### src/include/smp_pkg.sv
// Shared constants and types for the SPI message protocol link
package smp_pkg;
    localparam int SMP_HDR_BYTES = 4;
    localparam logic [7:0] SMP_CMD_NO_ACTION = 8'h00;
    localparam logic [7:0] SMP_CMD_BREAK = 8'h04;
    localparam logic [7:0] SMP_CMD_CLEAR_TX_SPACE_IRQ = 8'h08;
    localparam logic [7:0] SMP_CMD_IRQ_ENABLE = 8'h10;
    localparam logic [7:0] SMP_CMD_IRQ_DISABLE = 8'h20;
    localparam logic [7:0] SMP_CMD_READ_HOST_DATA = 8'h40;
    localparam logic [7:0] SMP_CMD_WRITE_DEVICE_DATA = 8'h80;
    localparam int SMP_BIT_POLARITY = 7;
    localparam int SMP_BIT_TX_IRQ = 1;
    localparam int SMP_BIT_RX_IRQ = 0;
    localparam logic [1:0] SMP_MODE_DEFAULT = 2'h0;
    localparam int SMP_SYS_CLK_MHZ = 100;
    localparam int SMP_SCK_HALF_NS = 80;
    localparam int SMP_SCK_HALF_CYC = (SMP_SCK_HALF_NS * SMP_SYS_CLK_MHZ + 999) / 1000;
    localparam int SMP_CS_SETUP_NS = 100;
    localparam int SMP_CS_SETUP_CYC = (SMP_CS_SETUP_NS * SMP_SYS_CLK_MHZ + 999) / 1000;
    localparam int SMP_CS_GAP_NS = 100;
    localparam int SMP_CS_GAP_CYC = (SMP_CS_GAP_NS * SMP_SYS_CLK_MHZ + 999) / 1000;
    localparam logic [7:0] SMP_CNT_W = 8'h10;
    typedef enum logic [2:0] {SMP_H_IDLE, SMP_H_SETUP, SMP_H_LEAD, SMP_H_TRAIL, SMP_H_GAP} smp_host_state_t;
endpackage

### src/include/smp_if.sv
// Interface joining the SPI master and the device slave
`timescale 1ns/1ps
interface smp_if;
    logic sck;
    logic sel_n;
    logic mosi;
    logic miso_o;
    logic miso_oe;
    logic irq;
    wire miso = miso_oe ? miso_o : 1'b0;
    modport device (input sck, input sel_n, input mosi, output miso_o, output miso_oe, output irq);
    modport host (output sck, output sel_n, output mosi, input miso, input irq);
endinterface

### src/smp_device.sv
// SPI slave end: status header, command decode and interrupt line
//
`timescale 1ns/1ps
module smp_device import smp_pkg::*; #(
    parameter int CW = 16
) (
    input wire logic sys_clk_i,
    input wire logic resetn_i,
    smp_if.device spi,
    input wire logic [1:0] mode_i,
    input wire logic [CW-1:0] rx_avail_i,
    input wire logic [CW-1:0] tx_space_i,
    input wire logic [7:0] rd_data_i,
    output logic rd_pop_o,
    output logic [7:0] wr_data_o,
    output logic wr_valid_o,
    output logic break_o,
    output logic [7:0] cmd_o,
    output logic [23:0] param_o,
    output logic cmd_valid_o
);
    if (CW != 16) begin
        $error("count width must be 16");
    end

    typedef struct packed {
        logic [1:0] sck_s;
        logic [1:0] sel_s;
        logic [1:0] mosi_s;
        logic sck_d;
        logic [2:0] bitc;
        logic [15:0] bytec;
        logic [7:0] sh_in;
        logic [7:0] sh_out;
        logic [7:0] cmd;
        logic [23:0] param;
        logic [31:0] status;
        logic pol;
        logic en_tx;
        logic en_rx;
        logic tx_clr;
        logic miso;
        logic miso_oe;
        logic irq;
        logic rd_pop;
        logic [7:0] wr_data;
        logic wr_valid;
        logic brk;
        logic cmd_valid;
    } smp_dev_t;

    smp_dev_t s_r, s_nxt;

    always_comb begin
        logic sel;
        logic lead;
        logic trail;
        logic samp;
        logic shft;
        logic [7:0] byte_in;
        logic [7:0] nxt_byte;
        logic act;
        sel = 1'b0;
        lead = 1'b0;
        trail = 1'b0;
        samp = 1'b0;
        shft = 1'b0;
        byte_in = 8'h00;
        nxt_byte = 8'h00;
        act = 1'b0;
        s_nxt = s_r;
        s_nxt.sck_s = {s_r.sck_s[0], spi.sck};
        s_nxt.sel_s = {s_r.sel_s[0], spi.sel_n};
        s_nxt.mosi_s = {s_r.mosi_s[0], spi.mosi};
        s_nxt.sck_d = s_r.sck_s[1];
        s_nxt.rd_pop = 1'b0;
        s_nxt.wr_valid = 1'b0;
        s_nxt.brk = 1'b0;
        s_nxt.cmd_valid = 1'b0;
        sel = !s_r.sel_s[1];
        // Leading edge leaves idle level; CPOL is mode bit 1
        lead = (s_r.sck_s[1] != s_r.sck_d) && (s_r.sck_d == mode_i[1]);
        trail = (s_r.sck_s[1] != s_r.sck_d) && (s_r.sck_d != mode_i[1]);
        samp = mode_i[0] ? lead : trail;
        shft = mode_i[0] ? trail : lead;
        if (!sel) begin
            // Deselect restarts framing; a held select runs on
            s_nxt.bitc = 3'h0;
            s_nxt.bytec = 16'h0000;
            s_nxt.miso_oe = 1'b0;
            s_nxt.miso = 1'b0;
        end else begin
            s_nxt.miso_oe = 1'b1;
            if (s_r.sel_s[1] == 1'b0 && s_r.bytec == 16'h0000 && s_r.bitc == 3'h0 && !s_r.miso_oe) begin
                // Status laid out so bits go out rx low, rx high, tx low, tx high
                s_nxt.status = {rx_avail_i[7:0], rx_avail_i[15:8], tx_space_i[7:0], tx_space_i[15:8]};
                s_nxt.sh_out = rx_avail_i[7:0];
                s_nxt.miso = rx_avail_i[7];
            end
            if (samp) begin
                byte_in = {s_r.sh_in[6:0], s_r.mosi_s[1]};
                s_nxt.sh_in = byte_in;
                s_nxt.bitc = s_r.bitc + 3'h1;
                if (s_r.bitc == 3'h7) begin
                    s_nxt.bytec = s_r.bytec + 16'h0001;
                    unique case (s_r.bytec)
                        16'h0000: s_nxt.cmd = byte_in;
                        16'h0001: s_nxt.param[23:16] = byte_in;
                        16'h0002: s_nxt.param[15:8] = byte_in;
                        16'h0003: begin
                            s_nxt.param[7:0] = byte_in;
                            s_nxt.cmd_valid = 1'b1;
                            act = 1'b1;
                        end
                        default: begin
                            if (s_r.cmd == SMP_CMD_WRITE_DEVICE_DATA) begin
                                s_nxt.wr_data = byte_in;
                                s_nxt.wr_valid = 1'b1;
                                s_nxt.tx_clr = 1'b1;
                            end
                            if (s_r.cmd == SMP_CMD_READ_HOST_DATA) begin
                                s_nxt.rd_pop = 1'b1;
                            end
                        end
                    endcase
                end
            end
            if (shft && s_r.bitc == 3'h0 && s_r.bytec != 16'h0000) begin
                // New byte: header bytes from status, then read data
                if (s_r.bytec < 16'(SMP_HDR_BYTES)) begin
                    nxt_byte = s_r.status[31 - 8 * s_r.bytec[1:0] -: 8];
                end else if (s_r.cmd == SMP_CMD_READ_HOST_DATA) begin
                    nxt_byte = rd_data_i;
                end
                s_nxt.sh_out = nxt_byte;
                s_nxt.miso = nxt_byte[7];
            end else if (shft && s_r.bitc != 3'h0) begin
                // Top bit of the first byte stands from select; the edge before its sample must keep it
                s_nxt.sh_out = {s_r.sh_out[6:0], 1'b0};
                s_nxt.miso = s_r.sh_out[6];
            end
        end
        if (act) begin
            unique case (s_r.cmd)
                SMP_CMD_BREAK: s_nxt.brk = 1'b1;
                SMP_CMD_CLEAR_TX_SPACE_IRQ: s_nxt.tx_clr = 1'b1;
                SMP_CMD_IRQ_ENABLE: begin
                    s_nxt.pol = s_nxt.param[23 - 7 + SMP_BIT_POLARITY];
                    if (s_nxt.param[16 + SMP_BIT_TX_IRQ]) begin
                        s_nxt.en_tx = 1'b1;
                        s_nxt.tx_clr = 1'b0;
                    end
                    if (s_nxt.param[16 + SMP_BIT_RX_IRQ]) s_nxt.en_rx = 1'b1;
                end
                SMP_CMD_IRQ_DISABLE: begin
                    if (s_nxt.param[16 + SMP_BIT_TX_IRQ]) s_nxt.en_tx = 1'b0;
                    if (s_nxt.param[16 + SMP_BIT_RX_IRQ]) s_nxt.en_rx = 1'b0;
                end
                default: ;
            endcase
        end
        // Space that appears again after a clear re-arms only on a new empty-to-room change or an IRQ enable with the tx bit set
        if (tx_space_i == '0) s_nxt.tx_clr = 1'b0;
        s_nxt.irq = ((s_r.en_tx && tx_space_i != '0 && !s_r.tx_clr) || (s_r.en_rx && rx_avail_i != '0)) ~^ s_r.pol;
    end

    always_ff @(posedge sys_clk_i or negedge resetn_i) begin
        if (!resetn_i) begin
            s_r <= '0;
            s_r.sck_s <= 2'h0;
            s_r.sel_s <= 2'h3;
            s_r.irq <= 1'b1;
        end else begin
            s_r <= s_nxt;
        end
    end

    assign spi.miso_o = s_r.miso;
    assign spi.miso_oe = s_r.miso_oe;
    assign spi.irq = s_r.irq;
    assign rd_pop_o = s_r.rd_pop;
    assign wr_data_o = s_r.wr_data;
    assign wr_valid_o = s_r.wr_valid;
    assign break_o = s_r.brk;
    assign cmd_o = s_r.cmd;
    assign param_o = s_r.param;
    assign cmd_valid_o = s_r.cmd_valid;
endmodule

### src/flat_wrapper.sv
// flat-port wrapper written by rule: the top's interface ports become plain ports
module smp_device_flat import smp_pkg::*;
#(
    parameter int CW = 16
)
  (sys_clk_i, resetn_i, mode_i, rx_avail_i, tx_space_i, rd_data_i, rd_pop_o, wr_data_o, wr_valid_o, break_o, cmd_o, param_o, cmd_valid_o, spi_sck, spi_sel_n, spi_mosi, spi_miso_o, spi_miso_oe, spi_irq);
  smp_if spi_i ();
  input wire logic sys_clk_i;
  input wire logic resetn_i;
  input wire logic [1:0] mode_i;
  input wire logic [CW-1:0] rx_avail_i;
  input wire logic [CW-1:0] tx_space_i;
  input wire logic [7:0] rd_data_i;
  output logic rd_pop_o;
  output logic [7:0] wr_data_o;
  output logic wr_valid_o;
  output logic break_o;
  output logic [7:0] cmd_o;
  output logic [23:0] param_o;
  output logic cmd_valid_o;
  input wire logic [$bits(spi_i.sck)-1:0] spi_sck;
  input wire logic [$bits(spi_i.sel_n)-1:0] spi_sel_n;
  input wire logic [$bits(spi_i.mosi)-1:0] spi_mosi;
  output wire logic [$bits(spi_i.miso_o)-1:0] spi_miso_o;
  output wire logic [$bits(spi_i.miso_oe)-1:0] spi_miso_oe;
  output wire logic [$bits(spi_i.irq)-1:0] spi_irq;
  assign spi_i.sck = spi_sck;
  assign spi_i.sel_n = spi_sel_n;
  assign spi_i.mosi = spi_mosi;
  assign spi_miso_o = spi_i.miso_o;
  assign spi_miso_oe = spi_i.miso_oe;
  assign spi_irq = spi_i.irq;
  smp_device #(.CW(CW)) u_core (.sys_clk_i(sys_clk_i), .resetn_i(resetn_i), .spi(spi_i), .mode_i(mode_i), .rx_avail_i(rx_avail_i), .tx_space_i(tx_space_i), .rd_data_i(rd_data_i), .rd_pop_o(rd_pop_o), .wr_data_o(wr_data_o), .wr_valid_o(wr_valid_o), .break_o(break_o), .cmd_o(cmd_o), .param_o(param_o), .cmd_valid_o(cmd_valid_o));
endmodule
### config.mk
export PLATFORM = sky130hd
export DESIGN_NAME = smp_device_flat
export DESIGN_NICKNAME = d
export VERILOG_FILES = /design/src/include/smp_pkg.sv /design/src/include/smp_if.sv /design/src/smp_device.sv /design/src/flat_wrapper.sv
export SDC_FILE = /design/constraint.sdc
export NUM_CORES = 1
export LEC_CHECK = 0
export ABC_CLOCK_PERIOD_IN_PS = 2500
export BUFFER_PORTS_ARGS = -buffer_cell sky130_fd_sc_hd__clkbuf_2
export CORE_UTILIZATION = 48
export DETAILED_ROUTE_END_ITERATION = 8
export PLACE_DENSITY_LB_ADDON = 0.12
export SYNTH_ARGS = -nofsm -noshare
export SYNTH_HDL_FRONTEND = slang
export SYNTH_SLANG_ARGS = --single-unit
### constraint.sdc
create_clock -name sys_clk_i -period 2.5 [get_ports sys_clk_i]
set_clock_uncertainty 0.05 [all_clocks]
set_input_delay 0.25 -clock sys_clk_i [delete_from_list [all_inputs] [get_ports sys_clk_i]]
set_output_delay 0.25 -clock sys_clk_i [all_outputs]
set_load 0.005 [all_outputs]
==> results.md <==
* Clock share of power at 47.4%
* Start point of the critical path: u_core.s_r[115]
* Fmax at 0.426 GHz
* Commonest non-fill, non-tap cells in the layout: dfrtp_1, clkbuf_2, nand2_1
* Pint at 4320 µW
* CP Data Required Time at roughly 2800 ps
* Synthesis warning total at 0
* Design area at a little over 0.007 mm²
* Synth Register Bits at approximately 120
* Most common cell after layout, fill and taps aside: dfrtp_1
* Outcome: finished with violations
* Post-synthesis cell count at 493
* IO buf count at between 90 and 100
* Total power at between 5000 and 6000 µW
* Clock Sinks at 123
* Initial Util at 49.1%
* Largest net degree at the start of global routing at 41
* GRT Total Usage at a little over a fifth
* Combinational fraction of design power at 9.4%
* Pwr Density at 793 mW/mm²
* Io pins at 94
* CP endpoint: u_core.param_o[14]
* Syn_nets at 547
* Synthesized cell area at 0.00590 mm²
* Setup slack, reg-to-reg at around 150 ps
* Antenna diode count at 0
* Die Y at 113 µm
* Nets at 628
* P_sw at 1290 µW
* Root Buffer Master: clkbuf_16
* FF-to-FF Start: u_core.s_r[115]
* Gpl congestion at 0.892
* WS Path Type: reg -> reg
* DRC violation count after routing at 2
* Register area share after synthesis at 52.2%
* Placed Area at 0.00633 mm²
* Num rows at 40
* First-pass DRT Iterations at 8
* Maximum buffer depth of the clock tree at 2
* Max transition margin at 60.0%
* Area delta synth->final at 19.7%
* Max-Cap Viols at 0
* Hold Vio Cnt, Final at 0
* Seq pwr share at 43.3%
* Die X at 113 µm
* Final worst-path cycle share at 93.9%
* First-pass GRT wire length at 21000 µm
* DR vias/cell at 5.35
* HP Class: in -> reg
* Core Area at between 0.01 and 0.015 mm²
* R2R depth at 7
* Failing checks: DRC
* Detail Placement HPWL at 8950 µm
* Initial antenna violation count at 0
* Htree depth at 4
* WL/cell at 17.1 µm
* Clock transition at path regs at 60 ps
* Syn Area/Cell at 12.0 µm²
* GRT overflow at 0
* Startpoint types: flip-flop
* RR Endpoint: u_core.param_o[14]
* Final setup vio count at 0
* Max VDD drop at 0.000462 V
* Detail Route Antenna Nets at 0
* P_leak at about 0.0034 µW
* Worst EP arrival at between 2000 and 3000 ps
* Setup crit end kind: flip-flop
* Num CTS Buffers at 17
* Max Transition Viols Final at 0
* Count of cell types in the netlist at 53
* Crit path time final at 2350 ps
* Later-pin clock latency in the skew report at 410 ps
* Initial DRC count at 222
* Via count at 3925
* Worst Path Max Fanout at 8
* Final hold slack at 21.6 ps
* CTS tree: done
* DIE AREA at around 0.013 mm²
* Switching share of power at 23.0%
* Fraction of layout cells with a size suffix above 1 at 36.3%
* Vias in the first global route at 3896
* Total routed wirelength at 12500 µm
* Worst Tran Pin Value at around 590 ps
## metal layers
metal	vias to the layer above	global-route usage, %	share of wire [%]	routed length (µm)
li1	1866	-	-	-
met1	1976	30.6	48	6060
met2	76	33.3	47	5950
met3	7	5.89	3.5	440
met4	0	6.05	0.73	91
met5	-	0	0	0
## synth_stat cells (all sizes together)
master	n	area share, %
inv	12	0.76
o211ai	2	0.49
dfrtp	120	51
ha	7	1.5
a211oi	6	0.76
o41ai	1	0.15
o31ai	2	0.25
a31oi	1	0.11
dfstp	3	1.3
nor4b	1	0.15
a21o	2	0.25
xor2	2	0.30
nor3	3	0.25
and2	2	0.23
and4	2	0.30
mux2	71	14
clkbuf	6	0.38
buf	51	6.1
nand4b	1	0.15
nor4bb	2	0.34
o21ai	7	0.59
mux4	8	3.1
a32oi	1	0.15
nor3b	3	0.38
nand4	7	0.74
and3	9	0.95
or3	5	0.53
nor4	14	1.8
and4b	2	0.34
o21a	1	0.13
a21oi	15	1.5
nand3	10	1.1
xnor2	11	1.8
nor2b	4	0.42
nand2b	3	0.32
nand3b	1	0.13
nor2	23	1.5
mux2i	11	2.1
nand2	60	3.8
o22a	1	0.15
## timing repair
item / CTS / global route
setup endpoints to repair: 0 / 36
gates resized for setup: 0 / 5
buffers inserted: 0 / 2
hold buffers: 4 / 0
endpoints found under the hold margin: 38 / 0
## registers in the layout (all words and copies together) (netlist names)
name and count:
u_core.break_o 1, u_core.spi.miso_oe 1, u_core.spi.miso_o 1, u_core.s_nxt 4, u_core.param_o 24, u_core.wr_valid_o 1
u_core.wr_data_o 8, u_core.rd_pop_o 1, u_core.cmd_o 8, u_core.s_r 72, u_core.spi.irq 1, u_core.cmd_valid_o 1
## worst max-delay path: stages, from the launching register on
cell	delay, ps
dfrtp_1	400
ha_1	210
ha_1	200
nor4bb_2	170
mux2_4	300
and2_2	190
nand2_1	320
mux2_2	390
## metrics by stage
step	TNS (ps)	util, %	cells	setup slack [ps]
after floorplan	0	-	493	286
after global placement	0	52.7	696	126
after detailed placement	0	52.7	696	54.4
after CTS	0	58.4	732	51.0
after global routing	-2.63	58.8	734	-2.63
final	0	58.8	734	151
## power by group through the flow
| stage | registers [µW] | clock network [µW] | logic (µW) |
|---|---|---|---|
| after CTS | 2430 | 2690 | 526 |
| after floorplan | 2360 | 0 | 354 |
| after global placement | 2450 | 0 | 498 |
| after global routing | 2460 | 2790 | 577 |
| final | 2430 | 2650 | 524 |
| after detailed placement | 2460 | 0 | 515 |
## area by class of cell
| type | instances | area [µm²] |
|---|---|---|
| Clock buffer | 20 | 447 |
| Inverter | 12 | 45.0 |
| Sequential cell | 123 | 3080 |
| Tap cell | 147 | 184 |
| Multi-Input combinational cell | 301 | 2410 |
| Timing Repair Buffer | 119 | 698 |
| Clock inverter | 12 | 196 |
| Fill cell | 989 | 4950 |
## cell families after synthesis
family / count (synthesis) / share of synthesized area (%)
AND/OR/NAND/NOR: 152 / 13.4
flip-flops: 123 / 52.2
multiplexers: 90 / 19.1
buffers and inverters: 69 / 7.29
AO/OA/AOI/OAI: 39 / 4.49
XOR/XNOR: 13 / 2.06
adder cells (fa/ha/maj): 7 / 1.48
## how the worst min path moves through the flow
stage / to / slack [ps] / startpoint / cells after the start
CTS: u_core.s_r[28] / 8 / tx_space_i[1] / 2
global route: u_core.s_r[28] / 20 / tx_space_i[1] / 2
finish: u_core.s_r[28] / 20 / tx_space_i[1] / 2
floorplan: u_core.break_o / -100 / resetn_i / 0
detailed placement: u_core.s_r[36] / 210 / resetn_i / 1
global placement: u_core.s_r[30] / 210 / resetn_i / 1
No activity file was read; power rests on OpenSTA's default activity.
